--- src/design/touch_setup_pkg.sv ---
/*
 * Constants shared by the touch-key setup and detect block: setup map,
 * field layout, factory defaults, translation tables and timing.
 * Assumes a 25 MHz core clock and byte-wide setup accesses.
 */
package touch_setup_pkg;

    // ****************************************************************
    // Map and access codes
    // ****************************************************************
    localparam int NUM_KEYS = 24;
    localparam logic [7:0] CMD_ADDR = 8'h8C;
    localparam logic [7:0] SETUP_BASE = 8'h8D;
    localparam logic [7:0] SETUP_LAST = 8'hFA;
    localparam logic [7:0] RISE_DRIFT_ADDR = 8'hF9;
    localparam logic [7:0] WR_ENABLE_CODE = 8'hFE;

    // ****************************************************************
    // Per-key setup byte fields and defaults
    // ****************************************************************
    localparam int BURST_MSB = 7;
    localparam int BURST_LSB = 6;
    localparam int DRIFT_MSB = 5;
    localparam int DRIFT_LSB = 3;
    localparam int THR_MSB = 2;
    localparam int THR_LSB = 0;
    localparam logic [7:0] SETUP_DEFAULT = 8'hA3;
    localparam logic [2:0] RISE_DRIFT_DEFAULT = 3'h4;
    localparam logic [7:0] READ_FILL = 8'h00;

    // ****************************************************************
    // Translation constants
    // ****************************************************************
    localparam logic [7:0] THR_BASE_COUNTS = 8'h04;
    localparam logic [7:0] THR_STEP_COUNTS = 8'h02;
    localparam int HYST_SHIFT = 3;
    localparam logic [6:0] BURST_UNIT = 7'h10;

    // ****************************************************************
    // Timing
    // ****************************************************************
    localparam int CORE_CLK_MHZ = 25;
    localparam int TICK_TIME_US = 1000;
    localparam int TICK_CYCLES = TICK_TIME_US * CORE_CLK_MHZ;
    localparam int ELAPSED_W = 14;

    typedef enum logic [1:0] {
        B_IDLE = 2'b00,
        B_LOAD = 2'b01,
        B_DRIVE = 2'b11,
        B_GAP = 2'b10
    } burst_state_t;

    // Threshold code to counts
    function automatic logic [7:0] thr_counts(input logic [2:0] code);
        thr_counts = THR_BASE_COUNTS + THR_STEP_COUNTS * {5'h00, code};
    endfunction : thr_counts

    // Drift code to milliseconds per reference step
    function automatic logic [13:0] drift_ms(input logic [2:0] code);
        case (code)
            3'h0: drift_ms = 14'h0064;
            3'h1: drift_ms = 14'h00FA;
            3'h2: drift_ms = 14'h01F4;
            3'h3: drift_ms = 14'h03E8;
            3'h4: drift_ms = 14'h07D0;
            3'h5: drift_ms = 14'h0CE4;
            3'h6: drift_ms = 14'h1388;
            default: drift_ms = 14'h2710;
        endcase
    endfunction : drift_ms

endpackage : touch_setup_pkg

--- src/design/setup_byte_store.sv ---
/*
 * Byte store for the per-key setups, one write port and a generated set
 * of registered read ports. Reset reloads the factory default byte.
 * Assumes addresses stay below DEPTH.
 */
`timescale 1ns/1ps
module setup_byte_store #(
    parameter int DEPTH = 24,
    parameter int AW = 5,
    parameter int NRD = 3
) (
    input wire logic i_core_clk,
    input wire logic i_sys_rst,
    input wire logic i_clk_en,
    input wire logic i_we,
    input wire logic [AW-1:0] i_waddr,
    input wire logic [7:0] i_wdata,
    input wire logic [NRD*AW-1:0] i_raddr,
    output logic [NRD*8-1:0] o_rdata
);
    import touch_setup_pkg::*;

    logic [7:0] mem_q [DEPTH];
    logic [NRD*8-1:0] rdata_d;

    always_comb begin
        for (int p = 0; p < NRD; p++) begin
            rdata_d[p*8 +: 8] = mem_q[i_raddr[p*AW +: AW]];
        end
    end

    always_ff @(posedge i_core_clk) begin
        if (i_sys_rst) begin
            for (int i = 0; i < DEPTH; i++) begin
                mem_q[i] <= SETUP_DEFAULT;
            end
            o_rdata <= '0;
        end else if (i_clk_en) begin
            if (i_we) begin
                mem_q[i_waddr] <= i_wdata;
            end
            o_rdata <= rdata_d;
        end
    end

endmodule : setup_byte_store

--- src/design/touch_key_setup_detect.sv ---
/*
 * Setup register access, write protection, thresholds, drift compensation
 * and burst generation for a 24-key touch matrix.
 * Assumes a byte access port from the serial link and samples from the
 * acquisition front end; detect integrator lives outside.
 */
// Behaviour
// - Key setups and the rising drift byte are readable and writable, one byte per access; other setup addresses read zero.
// - Setups start protected; any read re-protects them.
// - Accepted setup bytes are stored and take effect at once.
// - Coded fields pass through fixed tables into operating values.
// - Touch candidate when signal lies more than threshold below reference.
// - Threshold levels follow the reference as it moves.
// - Signal more than threshold above reference recalibrates the reference.
// - Positive hysteresis is one eighth of the positive threshold.
// - Negative and positive thresholds share one per-key field.
// - Default threshold code 3 gives ten counts.
// - Drift moves reference toward signal only without detection.
// - Each drift step changes the reference by one count.
// - Drift halts while signal is beyond the negative threshold.
// - Falling rate per key, rising rate global.
// - Both drift defaults give one step per two seconds.
// - Each burst cycle pulses drive once with receive enabled.
// - Burst code 0 to 3 gives 16, 32, 48, 64 pulses; default 2.
`timescale 1ns/1ps
module touch_key_setup_detect #(
    parameter int TICK_CYCLES_P = touch_setup_pkg::TICK_CYCLES
) (
    input wire logic i_core_clk,
    input wire logic i_sys_rst,
    input wire logic i_clk_en,
    input wire logic i_acc_valid,
    input wire logic i_acc_write,
    input wire logic [7:0] i_acc_addr,
    input wire logic [7:0] i_acc_wdata,
    output logic [7:0] o_acc_rdata,
    output logic o_acc_rvalid,
    input wire logic i_sample_valid,
    input wire logic i_sample_cal,
    input wire logic [4:0] i_sample_key,
    input wire logic [11:0] i_sample_signal,
    input wire logic [touch_setup_pkg::NUM_KEYS-1:0] i_key_detect,
    input wire logic i_burst_start,
    input wire logic [4:0] i_burst_key,
    output logic o_x_drive,
    output logic o_y_enable,
    output logic o_burst_done,
    output logic o_burst_busy,
    output logic o_protected,
    output logic [touch_setup_pkg::NUM_KEYS-1:0] o_neg_cross,
    output logic [touch_setup_pkg::NUM_KEYS-1:0] o_pos_excursion
);
    import touch_setup_pkg::*;

    // ****************************************************************
    // Register access and write protection
    // ****************************************************************
    logic wp_q, wp_d;
    logic [2:0] rise_q, rise_d;
    logic rd_q, rd_d;
    logic sel_mem_q, sel_mem_d, sel_rise_q, sel_rise_d;
    logic [7:0] rdata_d;
    logic in_keys, in_setups, mem_we;
    logic [4:0] key_idx;
    logic [14:0] rd_addrs;
    logic [23:0] rd_data;

    function automatic logic [4:0] key_of(input logic [7:0] addr);
        key_of = 5'(addr - SETUP_BASE);
    endfunction : key_of

    assign key_idx = key_of(i_acc_addr);
    assign in_keys = (i_acc_addr >= SETUP_BASE) &&
                     (i_acc_addr < SETUP_BASE + 8'(NUM_KEYS));
    assign in_setups = (i_acc_addr >= SETUP_BASE) &&
                       (i_acc_addr <= SETUP_LAST);
    assign mem_we = i_acc_valid && i_acc_write && in_keys && !wp_q;

    always_comb begin
        wp_d = wp_q;
        rise_d = rise_q;
        if (i_acc_valid && !i_acc_write) begin
            wp_d = 1'b1;
        end else if (i_acc_valid && i_acc_addr == CMD_ADDR &&
                     i_acc_wdata == WR_ENABLE_CODE) begin
            wp_d = 1'b0;
        end
        if (i_acc_valid && i_acc_write && !wp_q &&
            i_acc_addr == RISE_DRIFT_ADDR) begin
            rise_d = i_acc_wdata[2:0];
        end
        rd_d = i_acc_valid && !i_acc_write;
        sel_mem_d = in_keys;
        sel_rise_d = in_setups && i_acc_addr == RISE_DRIFT_ADDR;
        rdata_d = READ_FILL;
        // Select is one stage old, in step with the registered store data
        if (sel_mem_q) begin
            rdata_d = rd_data[7:0];
        end else if (sel_rise_q) begin
            rdata_d = {5'h00, rise_q};
        end
    end

    always_ff @(posedge i_core_clk) begin
        if (i_sys_rst) begin
            wp_q <= 1'b1;
            rise_q <= RISE_DRIFT_DEFAULT;
            rd_q <= 1'b0;
            sel_mem_q <= 1'b0;
            sel_rise_q <= 1'b0;
            o_acc_rdata <= 8'h00;
            o_acc_rvalid <= 1'b0;
            o_protected <= 1'b1;
        end else if (i_clk_en) begin
            wp_q <= wp_d;
            rise_q <= rise_d;
            rd_q <= rd_d;
            sel_mem_q <= sel_mem_d;
            sel_rise_q <= sel_rise_d;
            o_acc_rdata <= rdata_d;
            o_acc_rvalid <= rd_q;
            o_protected <= wp_d;
        end
    end

    // Port 0 host reads, port 1 sampling, port 2 burst
    assign rd_addrs = {i_burst_key, i_sample_key, key_idx};

    setup_byte_store #(.DEPTH(NUM_KEYS), .AW(5), .NRD(3)) u_store (
        .i_core_clk(i_core_clk),
        .i_sys_rst(i_sys_rst),
        .i_clk_en(i_clk_en),
        .i_we(mem_we),
        .i_waddr(key_idx),
        .i_wdata(i_acc_wdata),
        .i_raddr(rd_addrs),
        .o_rdata(rd_data)
    );

    // ****************************************************************
    // Millisecond tick and per-key drift timers
    // ****************************************************************
    logic [15:0] tick_q, tick_d;
    logic tick;
    logic [ELAPSED_W-1:0] elapsed_q [NUM_KEYS];
    logic [ELAPSED_W-1:0] elapsed_d [NUM_KEYS];
    logic [11:0] ref_q [NUM_KEYS];
    logic [11:0] ref_d [NUM_KEYS];
    logic [NUM_KEYS-1:0] neg_d, pos_d;
    logic s_valid_q, s_cal_q;
    logic [4:0] s_key_q;
    logic [11:0] s_sig_q;
    logic [7:0] thr, hyst;
    logic [12:0] diff_up, diff_dn;
    logic above, below, near_pos, drift_ok, step_due;
    logic [11:0] cur_ref;
    logic [ELAPSED_W-1:0] due_ms;

    assign tick = (tick_q == 16'(TICK_CYCLES_P - 1));
    assign tick_d = tick ? 16'h0000 : tick_q + 16'h0001;
    assign cur_ref = ref_q[s_key_q];
    assign thr = thr_counts(rd_data[8+THR_MSB:8+THR_LSB]);
    assign hyst = thr >> HYST_SHIFT;
    // Thresholds are taken against the present reference each sample
    assign diff_up = {1'b0, s_sig_q} - {1'b0, cur_ref};
    assign diff_dn = {1'b0, cur_ref} - {1'b0, s_sig_q};
    assign above = s_sig_q > cur_ref && diff_up > {5'h00, thr};
    assign below = cur_ref > s_sig_q && diff_dn > {5'h00, thr};
    assign near_pos = s_sig_q > cur_ref &&
                      diff_up + {5'h00, hyst} > {5'h00, thr};
    assign drift_ok = !below && !i_key_detect[s_key_q];
    assign due_ms = (s_sig_q > cur_ref) ? drift_ms(rise_q) :
                    drift_ms(rd_data[8+DRIFT_MSB:8+DRIFT_LSB]);
    assign step_due = elapsed_q[s_key_q] >= due_ms;

    always_comb begin
        neg_d = o_neg_cross;
        pos_d = o_pos_excursion;
        for (int k = 0; k < NUM_KEYS; k++) begin
            ref_d[k] = ref_q[k];
            elapsed_d[k] = elapsed_q[k];
            if (tick && elapsed_q[k] != '1) begin
                elapsed_d[k] = elapsed_q[k] + 1'b1;
            end
        end
        if (s_valid_q) begin
            neg_d[s_key_q] = !s_cal_q && below;
            pos_d[s_key_q] = !s_cal_q && (above ||
                             (o_pos_excursion[s_key_q] && near_pos));
            if (s_cal_q || above) begin
                ref_d[s_key_q] = s_sig_q;
                elapsed_d[s_key_q] = '0;
            end else if (drift_ok && step_due && s_sig_q != cur_ref) begin
                ref_d[s_key_q] = (s_sig_q > cur_ref) ? cur_ref + 12'h001 :
                                 cur_ref - 12'h001;
                elapsed_d[s_key_q] = '0;
            end
        end
    end

    always_ff @(posedge i_core_clk) begin
        if (i_sys_rst) begin
            tick_q <= 16'h0000;
            s_valid_q <= 1'b0;
            s_cal_q <= 1'b0;
            s_key_q <= 5'h00;
            s_sig_q <= 12'h000;
            o_neg_cross <= '0;
            o_pos_excursion <= '0;
            for (int k = 0; k < NUM_KEYS; k++) begin
                ref_q[k] <= 12'h000;
                elapsed_q[k] <= '0;
            end
        end else if (i_clk_en) begin
            tick_q <= tick_d;
            s_valid_q <= i_sample_valid;
            s_cal_q <= i_sample_cal;
            s_key_q <= i_sample_key;
            s_sig_q <= i_sample_signal;
            o_neg_cross <= neg_d;
            o_pos_excursion <= pos_d;
            for (int k = 0; k < NUM_KEYS; k++) begin
                ref_q[k] <= ref_d[k];
                elapsed_q[k] <= elapsed_d[k];
            end
        end
    end

    // ****************************************************************
    // Burst generator
    // ****************************************************************
    burst_state_t st_q, st_d;
    logic [6:0] left_q, left_d;
    logic done_d;

    always_comb begin
        st_d = st_q;
        left_d = left_q;
        done_d = 1'b0;
        case (st_q)
            B_IDLE: begin
                if (i_burst_start) begin
                    st_d = B_LOAD;
                end
            end
            B_LOAD: begin
                left_d = BURST_UNIT *
                         (7'(rd_data[16+BURST_MSB:16+BURST_LSB]) + 7'h01);
                st_d = B_DRIVE;
            end
            B_DRIVE: begin
                left_d = left_q - 7'h01;
                st_d = B_GAP;
            end
            B_GAP: begin
                if (left_q == 7'h00) begin
                    st_d = B_IDLE;
                    done_d = 1'b1;
                end else begin
                    st_d = B_DRIVE;
                end
            end
            default: st_d = B_IDLE;
        endcase
    end

    always_ff @(posedge i_core_clk) begin
        if (i_sys_rst) begin
            st_q <= B_IDLE;
            left_q <= 7'h00;
            o_x_drive <= 1'b0;
            o_y_enable <= 1'b0;
            o_burst_done <= 1'b0;
            o_burst_busy <= 1'b0;
        end else if (i_clk_en) begin
            st_q <= st_d;
            left_q <= left_d;
            o_x_drive <= (st_d == B_DRIVE);
            o_y_enable <= (st_d == B_DRIVE);
            o_burst_done <= done_d;
            o_burst_busy <= (st_d != B_IDLE);
        end
    end

    // ****************************************************************
    // Checks
    // ****************************************************************
    logic [6:0] pulses_q, want_q;
    always_ff @(posedge i_core_clk) begin
        if (i_sys_rst) begin
            pulses_q <= 7'h00;
            want_q <= 7'h00;
        end else if (i_clk_en) begin
            if (st_q == B_LOAD) begin
                pulses_q <= 7'h00;
                want_q <= left_d;
            end else if (o_x_drive) begin
                pulses_q <= pulses_q + 7'h01;
            end
        end
    end

    property p_read_protects;
        @(posedge i_core_clk) disable iff (i_sys_rst || !i_clk_en)
        (i_acc_valid && !i_acc_write) |=> wp_q;
    endproperty
    a_read_protects: assert property (p_read_protects)
        else $error("read did not re-protect setups");

    property p_protected_write;
        @(posedge i_core_clk) disable iff (i_sys_rst)
        (i_acc_valid && i_acc_write && in_keys && wp_q) |-> !mem_we;
    endproperty
    a_protected_write: assert property (p_protected_write)
        else $error("protected setup write was accepted");

    property p_read_latency;
        @(posedge i_core_clk) disable iff (i_sys_rst || !i_clk_en)
        (i_acc_valid && !i_acc_write) |=> ##1 o_acc_rvalid;
    endproperty
    a_read_latency: assert property (p_read_latency)
        else $error("read answer not two cycles after request");

    property p_neg_cross;
        @(posedge i_core_clk) disable iff (i_sys_rst || !i_clk_en)
        (s_valid_q && !s_cal_q && cur_ref > s_sig_q &&
         diff_dn > {5'h00, thr}) |=> o_neg_cross[$past(s_key_q)];
    endproperty
    a_neg_cross: assert property (p_neg_cross)
        else $error("negative crossing not flagged");

    property p_drift_halt;
        @(posedge i_core_clk) disable iff (i_sys_rst || !i_clk_en)
        (s_valid_q && !s_cal_q && !above &&
         (below || i_key_detect[s_key_q]))
        |=> ref_q[$past(s_key_q)] == $past(cur_ref);
    endproperty
    a_drift_halt: assert property (p_drift_halt)
        else $error("reference moved during detection");

    property p_recal;
        @(posedge i_core_clk) disable iff (i_sys_rst || !i_clk_en)
        (s_valid_q && above) |=> ref_q[$past(s_key_q)] == $past(s_sig_q);
    endproperty
    a_recal: assert property (p_recal)
        else $error("positive excursion did not recalibrate");

    property p_slew;
        @(posedge i_core_clk) disable iff (i_sys_rst || !i_clk_en)
        (s_valid_q && !s_cal_q && !above) |=>
        (ref_q[$past(s_key_q)] - $past(cur_ref) == 12'h001) ||
        ($past(cur_ref) - ref_q[$past(s_key_q)] == 12'h001) ||
        (ref_q[$past(s_key_q)] == $past(cur_ref));
    endproperty
    a_slew: assert property (p_slew)
        else $error("drift step larger than one count");

    property p_pulse_count;
        @(posedge i_core_clk) disable iff (i_sys_rst || !i_clk_en)
        o_burst_done |-> pulses_q == want_q;
    endproperty
    a_pulse_count: assert property (p_pulse_count)
        else $error("burst pulse count wrong");

    property p_drive_capture;
        @(posedge i_core_clk) disable iff (i_sys_rst || !i_clk_en)
        o_x_drive |-> o_y_enable ##1 !o_x_drive;
    endproperty
    a_drive_capture: assert property (p_drive_capture)
        else $error("drive pulse without capture or too long");

    c_burst: cover property (@(posedge i_core_clk) o_burst_done);
    c_setup_write: cover property (@(posedge i_core_clk) mem_we);
    c_touch: cover property (@(posedge i_core_clk) |o_neg_cross);

endmodule : touch_key_setup_detect

--- config.mk ---
export PLATFORM = sky130hd
export DESIGN_NAME = touch_key_setup_detect
export DESIGN_NICKNAME = d
export VERILOG_FILES = /design/src/design/touch_setup_pkg.sv /design/src/design/setup_byte_store.sv /design/src/design/touch_key_setup_detect.sv
export SDC_FILE = /design/constraint.sdc
export NUM_CORES = 2
export LEC_CHECK = 0
export BUFFER_PORTS_ARGS = -buffer_cell sky130_fd_sc_hd__clkbuf_2
export CAP_MARGIN = 10
export CORE_ASPECT_RATIO = 1.25
export CORE_MARGIN = 3
export CORE_UTILIZATION = 35
export CTS_CLUSTER_DIAMETER = 40
export DETAILED_ROUTE_END_ITERATION = 12
export PLACE_DENSITY = 0.48
export SETUP_SLACK_MARGIN = 0.2
export SKIP_CTS_REPAIR_TIMING = 1
export SLEW_MARGIN = 10
export SYNTH_ARGS = -nofsm -noshare
export SYNTH_HDL_FRONTEND = slang
export SYNTH_SLANG_ARGS = --single-unit
export TNS_END_PERCENT = 5
--- constraint.sdc ---
create_clock -name i_core_clk -period 16.5 [get_ports i_core_clk]
set_input_delay 2.475 -clock i_core_clk [delete_from_list [all_inputs] [get_ports i_core_clk]]
set_output_delay 2.475 -clock i_core_clk [all_outputs]
set_load 0.01 [all_outputs]
==> flow_summary.toml <==
[worst_setup_path]
crit_top_cell = "buf_4"
crit_type = "reg -> reg"
reg2reg_slack_ns = 5.94
cp_max_fo = 75
cpMaxStageDelayCell = "dfxtp_4"
cp.required_ns = 16.92
cp.depth = 25
cp_data_arrival_time_ns = 10.99
cp_num_buf_inv = 6
cp-start-kind = "register"
slowest_delay_ns = 0.95
r2r_cells = 25
r2r-end = "ref_q[7][7]$_SDFFCE_PN0P_"
crit_end = "ref_q[7][7]$_SDFFCE_PN0P_"
critPathCaptureType = "register"
cp_top_family = "buffers and inverters"

[sta]
rsz0062_at_grt = "false"
fin_crit_sh_pct = 64.0
worstMarginPinSlew_ns = 1.26
finClkSkew_ns = 0.0574
slew_headroom_pct = 15.7
hold_viol = 0
setup_tns_ns = 0
slew_violations = 0
max_freq_ghz = 0.0947
setup_viol = 0
timing.hold.ws_ns = 0.457
timing.final.crit_period_ns = 10.56

[detailed_routing]
wl_met3_um = 9560
viasPerCell = 5.74
drc = 0
highest_layer = "met4"
dr_total_vias = 42300
totalWireLength_um = 183000
ant_nets = 0
first_iter_violations = 3610
firstDrtPassIters = 6
post_drt_wl_per_cell_um = 24.8
wl_met2_um = 89600
m1WireLength_um = 78800

[grt]
grt_pass1_vias = 42100
grt_overflow = 0
grt_usage_pct = 21.2
grt_max_degree = 134
grt_pass1_wl_um = 278000
antenna_found_initial = 3

[flow_run]
cap_violations = 0

[cts]
clkSlewWorstSetupHoldPaths_ns = 0.06
htree_levels = 4
insertion_delay_ns = 0.82
cts_tree = "yes"
cts_buffers = 161
clock_path_buffers = 3
cts_root_buffer = "clkbuf_16"
cts_sinks = 1012

[placed_design]
hpwl_um = 120000
place.gp.congestion = 0.875
numPortBuffers = 131

[synthesis]
synth_top_area_cell = "edfxtp_1"
avgSynthCellArea_um2 = 11.5
ys_async_sr_fraction_pct = 0
yosysMostFrequentCell = "edfxtp_1"
synth-edff-count = 880
yosys-top-cells-area = "edfxtp_1 (45%), mux4_2 (13%), dfxtp_1 (4.5%)"
synth_flop_cell = "edfxtp_1"
synth_top_area_share_pct = 45.3
synth.distinct_cells = 80
syn_inst = 5057
yosysWarnings = 0
syn_nets = 5228
syn_area_um2 = 58400
yosys_register_bits = 1012
synthTopCellsByCount = "edfxtp_1 (880), nor3_1 (373), nor2_1 (365), mux4_2 (337), clkbuf_1 (304)"
yosysSeqAreaShare_pct = 49.8

[power]
power_density_nw_per_um2 = 118
ir_drop_mv = 0.103
p_leak_nw = 22.0

[floorplanning]
rows = 166
start_util_pct = 35.4
die_h_um = 463
die_w_um = 371
die_area_um2 = 172000
ioPinCount = 132
core-area_um2 = 165000

[hold_path]
hold_class = "reg -> reg"

[final_layout]
syn_to_final_growth_pct = 14.4
final_layout_size_suffix_gt1_share_pct = 18.6
fin_nets = 5217
fill_cells = 15700

[status]
status = "complete, no violations"
[cells by family after synthesis]
family                   count (synthesis)  share of synthesized area [%]
multiplexers                           459                           15.1
AO/OA/AOI/OAI                          844                           8.91
flip-flops                            1012                           49.8
adder cells (fa/ha/maj)                101                           2.22
buffers and inverters                  485                           3.31
AND/OR/NAND/NOR                       1833                           15.8
XOR/XNOR                               323                           4.85
[routing by layer]
layer  vias to the layer above  GRT usage (%)
li1                      19400              -
met1                     21400           28.6
met2                      1288           35.1
met3                       263           3.12
met4                         0           6.43
met5                         -              0
[power breakdown]
group          switching [W]  internal [W]  leakage, nW  total, W
Clock                0.00137       0.00224         2.74   0.00360
Combinational       0.000763      0.000420         9.28   0.00118
Sequential          0.000134       0.00293         9.98   0.00306
[layout make-up]
| type | count | area [µm²] | share of cell area (%) |
|---|---|---|---|
| repair buffers | 226 | 1400 | 2.09 |
| inverters | 85 | 327 | 0.489 |
| multi-input cells | 3560 | 27500 | 41.2 |
| clock buffers | 186 | 4160 | 6.23 |
| well taps | 2184 | 2730 | 4.09 |
| diodes | 4 | 10.0 | 0.0150 |
| clock inverters | 118 | 1540 | 2.30 |
| flip-flops and latches | 1012 | 29100 | 43.5 |
[stage by stage]
stage               utilization [%]  power [W]  cell area [µm²]  setup WS, ns  instances
floorplan                         -    0.00389            58400          5.66       5057
global placement               37.1    0.00430            61100          6.01       7066
detailed placement             37.1    0.00429            61100          5.81       7066
CTS                            40.5    0.00793            66800          5.77       7370
global route                   40.5    0.00815            66800          4.84       7372
finish                         40.6    0.00785            66800          5.94       7375
[state kept, by name, indices dropped and copies added, names as in the netlist, 2 cells and up, named ones only]
register,count
u_store.mem_q,256
s_key_q,5
ref_q,288
left_q,7
rise_q,3
tick_q,16
st_q,2
s_sig_q,12
o_neg_cross,24
o_acc_rdata,8
o_pos_excursion,24
elapsed_q,336
u_store.o_rdata,16
[placed cells by master (no fill, tap or decap), drive strengths merged, types with 47 or more instances in the layout]
master  instances
a211oi         86
a21oi         260
and2          112
and3           64
buf            99
clkbuf        313
clkinv         47
dfxtp         132
edfxtp        880
ha             97
inv           113
mux2i         111
mux4          337
nand2         299
nand3         230
nand4         106
nor2          366
nor3          373
o21ai         290
or3           111
xnor2         155
xor2          168
[worst min-delay path by stage]
stage                                    startpoint  depth (start not counted)                              end
floorplan                   sel_rise_q$_SDFFE_PP0P_                          2          sel_rise_q$_SDFFE_PP0P_
global placement    u_store.o_rdata[0]$_SDFFE_PP0P_                          2  u_store.o_rdata[0]$_SDFFE_PP0P_
global route              o_burst_busy$_SDFFE_PP0P_                          2        o_burst_busy$_SDFFE_PP0P_
CTS                 u_store.o_rdata[0]$_SDFFE_PP0P_                          2  u_store.o_rdata[0]$_SDFFE_PP0P_
finish              u_store.o_rdata[0]$_SDFFE_PP0P_                          2  u_store.o_rdata[0]$_SDFFE_PP0P_
detailed placement  u_store.o_rdata[0]$_SDFFE_PP0P_                          2  u_store.o_rdata[0]$_SDFFE_PP0P_
[worst min-delay path, stage by stage (launching register included)]
cell and delay, ns:
dfxtp_1 0.32, nand2_1 0.05, o21ai_0 0.06
No activity file was read; power rests on OpenSTA's default activity.
